`config.mk`:
```
export PLATFORM = sky130hd
export DESIGN_NAME = gpio_port
export DESIGN_NICKNAME = d
export VERILOG_FILES = /design/src/design/gpio_port_pkg.sv /design/src/design/gpio_pin_cell.sv /design/src/design/gpio_port.sv
export VERILOG_INCLUDE_DIRS = /design/src /design/src/design
export SDC_FILE = /design/constraint.sdc
export NUM_CORES = 1
export LEC_CHECK = 0
export ABC_CLOCK_PERIOD_IN_PS = 2300
export BUFFER_PORTS_ARGS = -buffer_cell sky130_fd_sc_hd__buf_2
export CORE_ASPECT_RATIO = 1.2
export CORE_MARGIN = 1
export CORE_UTILIZATION = 45
export CTS_CLUSTER_SIZE = 30
export DETAILED_ROUTE_END_ITERATION = 10
export GPL_ROUTABILITY_DRIVEN = 0
export MAX_ROUTING_LAYER = met4
export PLACE_DENSITY = 0.76
export SLEW_MARGIN = 5
export SYNTH_ARGS = -nofsm -noshare
export SYNTH_HDL_FRONTEND = slang
export SYNTH_HIERARCHICAL = 1
export SYNTH_SLANG_ARGS = --single-unit
```
`constraint.sdc`:
```
create_clock -name clk_i -period 2.3 [get_ports clk_i]
set_clock_uncertainty 0.2 [all_clocks]
set_input_delay 0.345 -clock clk_i [delete_from_list [all_inputs] [get_ports clk_i]]
set_output_delay 0.345 -clock clk_i [all_outputs]
set_load 0.02 [all_outputs]
```
`src/design/gpio_port_map.svh`:
```
// register map, field layout, reset values and codes of the gpio port
`ifndef GPIO_PORT_MAP_SVH
`define GPIO_PORT_MAP_SVH

// ----------------------------------------------------------------------
// register indices (byte address is four times the index)
// ----------------------------------------------------------------------
`define PIN_LEVEL_DATA_IDX 16'hf260
`define PIN_DIRECTION_IDX 16'hf261
`define DRIVE_CONFIG_LOW_IDX 16'hf262
`define DRIVE_CONFIG_HIGH_IDX 16'hf263
`define FUNCTION_SELECT_LOW_IDX 16'hf264
`define FUNCTION_SELECT_HIGH_IDX 16'hf265

// ----------------------------------------------------------------------
// bus layout
// ----------------------------------------------------------------------
`define WB_ADR_W 18
`define IDX_MSB 17
`define IDX_LSB 2
`define LANE_LO_MSB 7
`define LANE_HI_LSB 8
`define LANE_HI_MSB 15
`define SEL_LO 0
`define SEL_HI 1

// ----------------------------------------------------------------------
// reset values
// ----------------------------------------------------------------------
`define PORT_BYTE_RST 8'h00
`define BUS_WORD_RST 32'h0000_0000

// ----------------------------------------------------------------------
// drive / termination codes, {high bit, low bit}
// ----------------------------------------------------------------------
`define DRV_HIZ 2'h0
`define DRV_P_OPEN 2'h1
`define DRV_N_OPEN 2'h2
`define DRV_CMOS 2'h3
`define TERM_PULL_DOWN 2'h1
`define TERM_PULL_UP 2'h2

// ----------------------------------------------------------------------
// pins that carry each alternate function
// ----------------------------------------------------------------------
`define SECOND_FUNC_PINS 8'h63
`define THIRD_FUNC_PINS 8'h73
`define FOURTH_FUNC_PINS 8'h03
`define EVENT45_PIN 2
`define EVENT67_PIN 3

`endif

```
`src/design/gpio_port_pkg.sv`:
```
// types shared by the gpio port and its pin cell
package gpio_port_pkg;

  // ----------------------------------------------------------------------
  // function selected for one pin
  // ----------------------------------------------------------------------
  typedef enum logic [1:0] {
    FUNC_GPIO,
    FUNC_SECOND,
    FUNC_THIRD,
    FUNC_FOURTH
  } func_sel_t;

  // ----------------------------------------------------------------------
  // one classic wishbone request as seen by the slave
  // ----------------------------------------------------------------------
  typedef struct packed {
    logic cyc;
    logic stb;
    logic we;
    logic [15:0] index;
    logic [3:0] sel;
    logic [31:0] dat;
  } wb_req_t;

  // ----------------------------------------------------------------------
  // pad drive of one pin
  // ----------------------------------------------------------------------
  typedef struct packed {
    logic pad;
    logic oe;
    logic pull_up;
    logic pull_down;
  } pin_drive_t;

endpackage : gpio_port_pkg

```
`src/design/gpio_pin_cell.sv`:
```
// one pad cell: input synchroniser and registered drive decode
`timescale 1ns/1ns
`default_nettype none
`include "gpio_port_map.svh"
module gpio_pin_cell
  import gpio_port_pkg::*;
(
  // clock and reset
  input wire logic clk_i,
  input wire logic rst_i,
  // pad side
  input wire logic pad_i,
  output var pin_drive_t drive_o,
  // control from the register file
  input wire logic is_input_i,
  input wire logic [1:0] drive_code_i,
  input wire logic value_i,
  // synchronised pad level
  output logic level_o
);

  // ----------------------------------------------------------------------
  // state
  // ----------------------------------------------------------------------
  logic meta;
  logic next_meta;
  logic next_level;
  pin_drive_t next_drive;

  // two flops before anything looks at the pad level
  always_comb begin
    next_meta = pad_i;
    next_level = meta;
  end

  // decode drive and termination; 1 on value_i is a high level
  always_comb begin
    next_drive = '0;
    if (!is_input_i) begin
      case (drive_code_i)
        `DRV_P_OPEN: begin
          next_drive.pad = 1'b1; // only the high side can source
          next_drive.oe = value_i;
        end
        `DRV_N_OPEN: begin
          next_drive.pad = 1'b0; // only the low side can sink
          next_drive.oe = !value_i;
        end
        `DRV_CMOS: begin
          next_drive.pad = value_i;
          next_drive.oe = 1'b1;
        end
        default: begin
          next_drive.oe = 1'b0; // hi-z output holds the pad free
        end
      endcase
    end else begin
      case (drive_code_i)
        `TERM_PULL_DOWN: next_drive.pull_down = 1'b1;
        `TERM_PULL_UP: next_drive.pull_up = 1'b1;
        default: next_drive.pull_up = 1'b0;
      endcase
    end
  end

  // registering the drive keeps the pads free of decode glitches
  always_ff @(posedge clk_i) begin
    if (rst_i) begin
      meta <= 1'b0;
      level_o <= 1'b0;
      drive_o <= '0;
    end else begin
      meta <= next_meta;
      level_o <= next_level;
      drive_o <= next_drive;
    end
  end

endmodule : gpio_pin_cell
`default_nettype wire

```
`src/design/gpio_port.sv`:
```
// eight-pin gpio port with a classic wishbone register slave
//
// Register access over Wishbone was decided locally.
`timescale 1ns/1ns
`default_nettype none
`include "gpio_port_map.svh"
module gpio_port
  import gpio_port_pkg::*;
#(
  parameter int PIN_COUNT = 8
) (
  // clock and reset
  input wire logic clk_i,
  input wire logic rst_i,
  // wishbone slave
  input wire logic cyc_i,
  input wire logic stb_i,
  input wire logic we_i,
  input wire logic [`WB_ADR_W-1:0] adr_i,
  input wire logic [3:0] sel_i,
  input wire logic [31:0] dat_i,
  output logic [31:0] dat_o,
  output logic ack_o,
  // pads
  input wire logic [PIN_COUNT-1:0] pad_i,
  output logic [PIN_COUNT-1:0] pad_o,
  output logic [PIN_COUNT-1:0] pad_oe_o,
  output logic [PIN_COUNT-1:0] pull_up_o,
  output logic [PIN_COUNT-1:0] pull_down_o,
  // alternate function sources, same clock
  input wire logic [PIN_COUNT-1:0] alt_second_i,
  input wire logic [PIN_COUNT-1:0] alt_third_i,
  input wire logic [PIN_COUNT-1:0] alt_fourth_i,
  // synchronised pad levels for peripherals
  output logic [PIN_COUNT-1:0] pin_level_o,
  output logic pulse_ch45_event_input_o,
  output logic pulse_ch67_event_input_o
);

  // ----------------------------------------------------------------------
  // parameter check
  // ----------------------------------------------------------------------
  // every register is one byte wide, so the port is fixed at eight pins
  if (PIN_COUNT != 8) begin : g_bad_pin_count
    $error("gpio_port supports exactly eight pins");
  end

  // ----------------------------------------------------------------------
  // request view of the bus
  // ----------------------------------------------------------------------
  wb_req_t req;
  logic take;

  // flatten the bus pins into one request
  assign req.cyc = cyc_i;
  assign req.stb = stb_i;
  assign req.we = we_i;
  assign req.index = adr_i[`IDX_MSB:`IDX_LSB];
  assign req.sel = sel_i;
  assign req.dat = dat_i;

  // a request is taken once, in the cycle before ack rises
  assign take = req.cyc && req.stb && !ack_o;

  // ----------------------------------------------------------------------
  // register hits
  // ----------------------------------------------------------------------
  logic hit_data;
  logic hit_dir;
  logic hit_drv_lo;
  logic hit_drv_hi;
  logic hit_fsel_lo;
  logic hit_fsel_hi;
  logic take_rd;

  // one compare per register, shared by the write and the read path so
  // the two can never disagree about which index names which register
  assign hit_data = req.index == `PIN_LEVEL_DATA_IDX;
  assign hit_dir = req.index == `PIN_DIRECTION_IDX;
  assign hit_drv_lo = req.index == `DRIVE_CONFIG_LOW_IDX;
  assign hit_drv_hi = req.index == `DRIVE_CONFIG_HIGH_IDX;
  assign hit_fsel_lo = req.index == `FUNCTION_SELECT_LOW_IDX;
  assign hit_fsel_hi = req.index == `FUNCTION_SELECT_HIGH_IDX;
  assign take_rd = take && !req.we;

  // ----------------------------------------------------------------------
  // register file
  // ----------------------------------------------------------------------
  logic [7:0] pin_level_data;
  logic [7:0] pin_direction;
  logic [7:0] drive_config_low;
  logic [7:0] drive_config_high;
  logic [7:0] function_select_low;
  logic [7:0] function_select_high;
  logic [7:0] next_pin_level_data;
  logic [7:0] next_pin_direction;
  logic [7:0] next_drive_config_low;
  logic [7:0] next_drive_config_high;
  logic [7:0] next_function_select_low;
  logic [7:0] next_function_select_high;
  logic wr_lo;
  logic wr_hi;
  logic [7:0] lane_lo;
  logic [7:0] lane_hi;

  // a write lane counts only while its byte enable is set
  assign wr_lo = take && req.we && req.sel[`SEL_LO];
  assign wr_hi = take && req.we && req.sel[`SEL_HI];
  assign lane_lo = req.dat[`LANE_LO_MSB:0];
  assign lane_hi = req.dat[`LANE_HI_MSB:`LANE_HI_LSB];

  // byte writes through lane 0; the low index of each pair also takes
  // lane 1 into the upper register, which gives the 16-bit word access
  always_comb begin
    next_pin_level_data = pin_level_data;
    next_pin_direction = pin_direction;
    next_drive_config_low = drive_config_low;
    next_drive_config_high = drive_config_high;
    next_function_select_low = function_select_low;
    next_function_select_high = function_select_high;
    // unmapped indices match no hit, so their writes fall away
    // lane 1 reaches an upper register only at the low index of its pair
    if (wr_lo && hit_data) begin
      next_pin_level_data = lane_lo;
    end
    if (wr_lo && hit_dir) begin
      next_pin_direction = lane_lo;
    end
    if (wr_lo && hit_drv_lo) begin
      next_drive_config_low = lane_lo;
    end
    if (wr_hi && hit_drv_lo) begin
      next_drive_config_high = lane_hi;
    end
    if (wr_lo && hit_drv_hi) begin
      next_drive_config_high = lane_lo;
    end
    if (wr_lo && hit_fsel_lo) begin
      next_function_select_low = lane_lo;
    end
    if (wr_hi && hit_fsel_lo) begin
      next_function_select_high = lane_hi;
    end
    if (wr_lo && hit_fsel_hi) begin
      next_function_select_high = lane_lo;
    end
  end

  // all registers clear on reset, so every pin starts as hi-z output
  always_ff @(posedge clk_i) begin
    if (rst_i) begin
      pin_level_data <= `PORT_BYTE_RST;
      pin_direction <= `PORT_BYTE_RST;
      drive_config_low <= `PORT_BYTE_RST;
      drive_config_high <= `PORT_BYTE_RST;
      function_select_low <= `PORT_BYTE_RST;
      function_select_high <= `PORT_BYTE_RST;
    end else begin
      pin_level_data <= next_pin_level_data;
      pin_direction <= next_pin_direction;
      drive_config_low <= next_drive_config_low;
      drive_config_high <= next_drive_config_high;
      function_select_low <= next_function_select_low;
      function_select_high <= next_function_select_high;
    end
  end

  // ----------------------------------------------------------------------
  // per-pin output value and function routing
  // ----------------------------------------------------------------------
  logic [7:0] pin_value;
  logic [7:0] sync_level;
  logic [7:0] read_level;
  func_sel_t func [8];

  // ----------------------------------------------------------------------
  // alternate function sources
  // ----------------------------------------------------------------------
  localparam logic [7:0] SECOND_PINS = `SECOND_FUNC_PINS;
  localparam logic [7:0] THIRD_PINS = `THIRD_FUNC_PINS;
  localparam logic [7:0] FOURTH_PINS = `FOURTH_FUNC_PINS;
  logic [7:0] second_value;
  logic [7:0] third_value;
  logic [7:0] fourth_value;

  // a function that the pin lacks leaves the value low, so n-drain and
  // cmos settings hold the pad low and p-drain leaves it floating
  assign second_value = alt_second_i & SECOND_PINS;
  assign third_value = alt_third_i & THIRD_PINS;
  assign fourth_value = alt_fourth_i & FOURTH_PINS;

  // each pin picks its source from its own two function-select bits
  always_comb begin
    pin_value = '0;
    for (int n = 0; n < 8; n++) begin
      func[n] = func_sel_t'({function_select_high[n],
                             function_select_low[n]});
      case (func[n])
        FUNC_GPIO: pin_value[n] = pin_level_data[n];
        FUNC_SECOND: pin_value[n] = second_value[n];
        FUNC_THIRD: pin_value[n] = third_value[n];
        FUNC_FOURTH: pin_value[n] = fourth_value[n];
        default: pin_value[n] = 1'b0;
      endcase
    end
  end

  // ----------------------------------------------------------------------
  // pad cells
  // ----------------------------------------------------------------------
  pin_drive_t drive [8];

  for (genvar n = 0; n < 8; n++) begin : g_pin
    gpio_pin_cell u_cell (
      .clk_i(clk_i),
      .rst_i(rst_i),
      .pad_i(pad_i[n]),
      .drive_o(drive[n]),
      .is_input_i(pin_direction[n]),
      .drive_code_i({drive_config_high[n], drive_config_low[n]}),
      .value_i(pin_value[n]),
      .level_o(sync_level[n])
    );
    // unpack the registered drive onto the pad ports
    assign pad_o[n] = drive[n].pad;
    assign pad_oe_o[n] = drive[n].oe;
    assign pull_up_o[n] = drive[n].pull_up;
    assign pull_down_o[n] = drive[n].pull_down;
  end

  // peripherals see the synchronised level of every pin; a data read returns it for input pins only
  assign pin_level_o = sync_level;
  assign pulse_ch45_event_input_o = sync_level[`EVENT45_PIN];
  assign pulse_ch67_event_input_o = sync_level[`EVENT67_PIN];

  // ----------------------------------------------------------------------
  // read-back levels
  // ----------------------------------------------------------------------
  // input pins read the synchronised pad, output pins the stored bit
  always_comb begin
    for (int n = 0; n < 8; n++) begin
      read_level[n] = pin_direction[n] ? sync_level[n]
                                       : pin_level_data[n];
    end
  end

  // ----------------------------------------------------------------------
  // read data and acknowledge
  // ----------------------------------------------------------------------
  logic [31:0] next_dat;
  logic next_ack;

  logic [7:0] rd_lane_lo;
  logic [7:0] rd_lane_hi;

  // read mux by byte lane; the high register of each pair also shows in
  // lane 1 at its low index so that a word read returns both bytes
  always_comb begin
    rd_lane_lo = 8'h00;
    rd_lane_hi = 8'h00;
    if (hit_data) begin
      rd_lane_lo = read_level;
    end
    if (hit_dir) begin
      rd_lane_lo = pin_direction;
    end
    if (hit_drv_lo) begin
      rd_lane_lo = drive_config_low;
      rd_lane_hi = drive_config_high;
    end
    if (hit_drv_hi) begin
      rd_lane_lo = drive_config_high;
    end
    if (hit_fsel_lo) begin
      rd_lane_lo = function_select_low;
      rd_lane_hi = function_select_high;
    end
    if (hit_fsel_hi) begin
      rd_lane_lo = function_select_high;
    end
  end

  // unmapped addresses still ack and read zero, so a stray access never
  // hangs the bus; dat_o is zero outside the ack cycle of a read
  always_comb begin
    next_dat = `BUS_WORD_RST;
    next_ack = take;
    if (take_rd) begin
      next_dat = {16'h0000, rd_lane_hi, rd_lane_lo};
    end
  end

  // one wait state: ack comes the edge after the request is seen
  always_ff @(posedge clk_i) begin
    if (rst_i) begin
      dat_o <= `BUS_WORD_RST;
      ack_o <= 1'b0;
    end else begin
      dat_o <= next_dat;
      ack_o <= next_ack;
    end
  end

endmodule : gpio_port
`default_nettype wire

```
==> results of run 1 <==
[worst reg2reg max path, cell delays in order (launching register included)]
cell and delay, ns:
dfxtp_1 0.32, nand3b_1 0.17, or3_1 0.35, a21oi_1 0.71, o21ai_0 0.26, o21ai_1 0.19
[power groups by stage]
stage,Sequential (mW),Clock [mW],Combinational [mW]
after CTS,1.98,2.69,0.231
after global placement,2.02,0,0.214
final,1.98,2.66,0.234
after floorplan,2.03,0,0.114
after global routing,1.98,2.79,0.249
after detailed placement,2.02,0,0.219
[repair_timing]
item	CTS	global route
hold buffers	8	0
gates resized for setup	0	0
endpoints found under the hold margin	8	0
[stage by stage]
stage / area, um^2 / cells
finish: 6440 / 805
global route: 6440 / 805
CTS: 6440 / 805
detailed placement: 5750 / 765
global placement: 5750 / 765
floorplan: 4980 / 526
[flip-flops by register name, summed over array words and instances (netlist names)]
register              flops
drive_config_high         8
pin_level_data            8
pin_direction             8
g_pin.u_cell/level_o      8
ack_o                     1
function_select_high      8
drive_config_low          8
dat_o                    16
g_pin.u_cell/drive_o     32
function_select_low       8
g_pin.u_cell/meta         8
[placed cells by master (no fill, tap or decap), drive strengths merged, types with 20 or more instances in the layout]
cell type / Yosys / routed
buf: 29 / 152
dfxtp: 113 / 113
nor2: 37 / 37
nand2: 36 / 36
a21oi: 32 / 32
mux2i: 28 / 28
nor2b: 25 / 25
o21ai: 25 / 25
clkbuf: 13 / 23
nor3: 22 / 22
nand3: 20 / 20
[routing by layer]
| metal | vias up | part of all wire, % |
|---|---|---|
| met5 | - | 0 |
| li1 | 2134 | - |
| met2 | 266 | 48 |
| met3 | 63 | 8.0 |
| met1 | 2152 | 40 |
| met4 | 0 | 4.6 |
[layout make-up]
| class | instances | area share [%] |
|---|---|---|
| multi-input cells | 364 | 37.7 |
| clock buffers | 23 | 7.42 |
| clock inverters | 9 | 2.02 |
| flip-flops and latches | 113 | 35.1 |
| inverters | 7 | 0.408 |
| well taps | 129 | 2.51 |
| repair buffers | 160 | 14.8 |
[how the worst max path moves through the flow]
| stage | to | depth (start not counted) |
|---|---|---|
| 6_report | dat_o[6]$_SDFF_PP0_ | 5 |
| 5_1_grt | dat_o[6]$_SDFF_PP0_ | 5 |
| 4_1_cts | dat_o[6]$_SDFF_PP0_ | 5 |
| 3_5_place_dp | dat_o[6]$_SDFF_PP0_ | 7 |
| 3_3_place_gp | dat_o[5]$_SDFF_PP0_ | 6 |
| 2_1_floorplan | drive_config_high[5]$_SDFFE_PP0P_ | 7 |
[logic make-up (layout without fill, tap and decap cells)]
logic type             count (synthesis)  in the layout  share of synthesized area, %
muxes                                 37             37                          8.21
DFF                                  113            113                          46.0
and+or+nand+nor                      206            206                          27.1
other                                  1             16                        0.0762
buffers and inverters                 49            199                          5.82
AOI/OAI and AO/OA                    105            105                          12.8
==> results_dict.tcl, run 1 <==
set metrics [dict create \
    tightest_slew_ns 0.895 \
    drv_slew 0 \
    dr.pass1.iters 5 \
    start_util_pct 46.6 \
    synthArstFlopShare_pct 0 \
    cts_buffers 17 \
    reg2reg_slack_ns 0.03 \
    critPathRequiredTime_ns 2.43 \
    wl_um 14100 \
    yosysSeqAreaShare_pct 46.0 \
    critPathCaptureType "flop" \
    grt_max_degree 98 \
    path_class "flop to flop" \
    power_density_nw_per_um2 757 \
    setup_ws_ns 0.0313 \
    crit_path_start "ack_o$_SDFF_PP0_" \
    cp-start-kind "flop" \
    synth_area_um2 4920 \
    holdWs_ns 0.0205 \
    top_usage_layer "met2" \
    yosysMostFrequentCell "dfxtp_1" \
    outcome "finished, final reports clean" \
    worstHoldPathCells 3 \
    preCtsSetupSlack_ns -0.123 \
    ant_nets 0 \
    path_cells "nand3b_1 -> or3_1 -> a21oi_1 -> o21ai_0 -> o21ai_1" \
    cts_root_buf "clkbuf_16" \
    yosysTopAreaCellShare_pct 46.0 \
    rsz0062_at_grt "false" \
    max-clock-path-buffers 2 \
    via_per_inst 5.73 \
    postSynthAreaPerCell_um2 9.63 \
    num_io_pins 166 \
    place_hpwl_um 9290 \
    ys_warn_count 6 \
    die_w_um 97.5 \
    hold_viol_final 0 \
    layout-drive-gt1-share_pct 32.8 \
    intPower_mw 3.85 \
    nets 754 \
    clkLatencyLatePin_ns 0.41 \
    grt_pass1_vias 4423 \
    p_leak_nw 2.74 \
    hp-start "stb_i" \
    min_path_type "input pin to flop" \
    drcViolationCount 0 \
    p_total_mw 4.87 \
    cts_htree_levels 4 \
    vias 4615 \
    multi_input_area_um2 2430 \
    crit_arrival_ns 2.40 \
    min_to "ack_o$_SDFF_PP0_" \
    seqCellArea_um2 2260 \
    design.core.area_um2 10600 \
    fillCellCount 867 \
    wl_per_cell_um 17.5 \
    power.switching_mw 1.03 \
    yosysTopAreaCell "dfxtp_1" \
    r2r_end "dat_o[6]$_SDFF_PP0_" \
    rows 41 \
    post-route-min-period_ns 2.27 \
    grt_util_met3_pct 5.21 \
    seqPwrFrac_pct 40.6 \
    dieArea_um2 11400 \
    grt_pass1_wl_um 22000 \
    antenna_found_initial 1 \
    ys_ff_latch 113 \
    use_met2_pct 42.4 \
    diodes 0 \
    swShare_pct 21.0 \
    comb_power_share_pct 4.8 \
    reg2regPathDepth 5 \
    clk_pin_slew_ns 0.05 \
    synthToLayoutAreaGrowth_pct 30.9 \
    cts_tree "yes" \
    fmaxAchievable_ghz 0.441 \
    reg2reg_from "ack_o$_SDFF_PP0_" \
    synthCells 511 \
    postLayoutCoreUtil_pct 61.0 \
    peakVddDrop_mv 0.512 \
    max_stage_delay_ns 0.71 \
    drt_iter0_drc 287 \
    synth_ff_type "dfxtp_1" \
    worst_slew_margin_rel_pct 40.3 \
    gr-total-overflow 0 \
    worst-path-buf-inv 0 \
    grt_util_met1_pct 29.4 \
    ys_top_cells_by_count "dfxtp_1 (113), nor2_1 (37), nand2_1 (36)" \
    path_delay_family "compound AO/OA/AOI/OAI gates" \
    drv_cap 0 \
    pwr-share-clk_pct 54.6 \
    finalSetupViolations 0 \
    die_height_um 117 \
    port_buffers 116 \
    cp_slowest_cell "a21oi_1" \
    synthTopCellsByArea "dfxtp_1 (46%), mux2i_1 (5.7%), and4bb_2 (4.3%), a21oi_1 (3.3%), nor2b_1 (3.2%)" \
    synthDistinctLibCells 46 \
    grt_usage_pct 25.8 \
    finalSetupTns_ns 0 \
    finalCritPeriodShare_pct 98.6 \
    cts_sinks 113 \
    synth_edf_count 0 \
    path_max_fanout 7 \
    cts_setup_buffers 0 \
]
(Power assumes the default switching activity.)
==> run 2, diff against run 1 <==
--- a/config.mk
+++ b/config.mk
@@ -14,7 +14,6 @@
 export CTS_CLUSTER_SIZE = 30
 export DETAILED_ROUTE_END_ITERATION = 10
 export GPL_ROUTABILITY_DRIVEN = 0
-export MAX_ROUTING_LAYER = met4
 export PLACE_DENSITY = 0.76
 export SLEW_MARGIN = 5
 export SYNTH_ARGS = -nofsm -noshare
==> results_dict.tcl, run 2 (synthesized netlist as in run 1, its figures left out) <==
set metrics [dict create \
    finalCritPeriodShare_pct 99.9 \
    largest_register_ffs 32 \
    critPathRequiredTime_ns 2.44 \
    outcome "finished, final reports clean" \
    clk_pin_slew_ns 0.05 \
    vias 4596 \
    seqCellArea_um2 2260 \
    power_density_nw_per_um2 757 \
    p_total_mw 4.88 \
    wl_um 14300 \
    clkLatencyLatePin_ns 0.41 \
    min_path_type "input pin to flop" \
    setup_ws_ns 0.00283 \
    via_per_inst 5.71 \
    power.switching_mw 1.03 \
    die_w_um 97.5 \
    seqPwrFrac_pct 40.6 \
    path_cells "nand3b_1 -> or3_1 -> a21oi_1 -> o21ai_0 -> o21ai_1" \
    num_io_pins 166 \
    worst-path-buf-inv 0 \
    path_max_fanout 7 \
    path_class "flop to flop" \
    drv_cap 0 \
    layout_common_cells "buf_2 (116), dfxtp_1 (113), nor2_1 (37)" \
    finalSetupViolations 0 \
    post-route-min-period_ns 2.30 \
    dr.pass1.iters 5 \
    rows 41 \
    cts_setup_buffers 0 \
    critPathCaptureType "flop" \
    intPower_mw 3.85 \
    port_buffers 116 \
    cts_tree "yes" \
    drt_iter0_drc 307 \
    grt_usage_pct 25.0 \
    regMostFlops "g_pin.u_cell/drive_o" \
    synthToLayoutAreaGrowth_pct 30.9 \
    cp-start-kind "flop" \
    rsz0062_at_grt "false" \
    ant_nets 0 \
    drcViolationCount 0 \
    top_regs "g_pin.u_cell/drive_o: 32 flops, dat_o: 16 flops" \
    start_util_pct 46.6 \
    cts_htree_levels 4 \
    swShare_pct 21.1 \
    diodes 0 \
    die_height_um 117 \
    postLayoutCoreUtil_pct 61.0 \
    layout-drive-gt1-share_pct 32.8 \
    crit_arrival_ns 2.44 \
    fillCellCount 867 \
    worst_slew_margin_rel_pct 38.4 \
    path_delay_family "compound AO/OA/AOI/OAI gates" \
    antenna_found_initial 1 \
    multi_input_area_um2 2430 \
    grt_pass1_vias 4425 \
    gr-total-overflow 0 \
    cts_sinks 113 \
    dieArea_um2 11400 \
    nets 754 \
    max_stage_delay_ns 0.73 \
    drv_slew 0 \
    pwr-share-clk_pct 54.6 \
    fmaxAchievable_ghz 0.435 \
    max-clock-path-buffers 2 \
    tightest_slew_ns 0.924 \
    mostFrequentLayoutCell "buf_2" \
    hold_viol_final 0 \
    grt_pass1_wl_um 22000 \
    cts_buffers 17 \
    cp_slowest_cell "a21oi_1" \
    comb_power_share_pct 4.8 \
    preCtsSetupSlack_ns -0.123 \
    cts_root_buf "clkbuf_16" \
    peakVddDrop_mv 0.516 \
    design.core.area_um2 10600 \
    wl_per_cell_um 17.7 \
    p_leak_nw 2.74 \
    place_hpwl_um 9290 \
    grt_max_degree 98 \
]
==> run 2: metrics by stage <==
stage	instance area (um^2)	hold WS [ns]	instances	setup TNS, ns
2_1_floorplan	4980	0.214	526	0
3_3_place_gp	5750	0.217	765	-0.112
3_5_place_dp	5750	0.224	765	-0.714
4_1_cts	6440	0.00628	805	0
5_1_grt	6440	0.0291	805	0
6_report	6440	0.0237	805	0
==> run 2: worst min-delay path, cell delays in order <==
cell and delay [ns]:
buf_2 0.10, nand3b_1 0.09, nor2_1 0.05
==> run 2: worst paths after layout <==
kind | slack, ns | to | cells after the start | start
worst min register to register | 0.23 | g_pin[4].u_cell/level_o$_SDFF_PP0_ | 1 | g_pin[4].u_cell/meta$_SDFF_PP0_
worst max-delay path | 0.003 | dat_o[6]$_SDFF_PP0_ | 5 | ack_o$_SDFF_PP0_
worst min-delay path | 0.02 | ack_o$_SDFF_PP0_ | 3 | stb_i
worst max register to register | 0.003 | dat_o[6]$_SDFF_PP0_ | 5 | ack_o$_SDFF_PP0_
==> run 2: power groups by stage <==
stage          Sequential, mW  Combinational, mW  Clock, mW
6_report                 1.98              0.235       2.66
5_1_grt                  1.98              0.249       2.79
4_1_cts                  1.98              0.231       2.69
3_5_place_dp             2.02              0.219          0
3_3_place_gp             2.02              0.214          0
2_1_floorplan            2.03              0.114          0
==> run 2: metal layers <==
metal	vias to the layer above	GRT usage [%]	wire (um)
met2	272	42.2	6860
li1	2138	-	-
met1	2137	29.2	5660
met5	-	0	0
met3	49	5.57	1150
met4	0	14.9	578
==> run 2: layout make-up <==
type | instances | area share (%)
tap | 129 | 2.51
clock buffer | 23 | 7.42
clock inverter | 9 | 2.02
timing repair buffer | 160 | 14.8
multi-input combinational | 364 | 37.7
inverter | 7 | 0.408
sequential | 113 | 35.1
==> run 2: repair_timing <==
item | in CTS | in global routing
gates resized for setup | 0 | 0
endpoints found under the hold margin | 8 | 0
hold buffers | 8 | 0
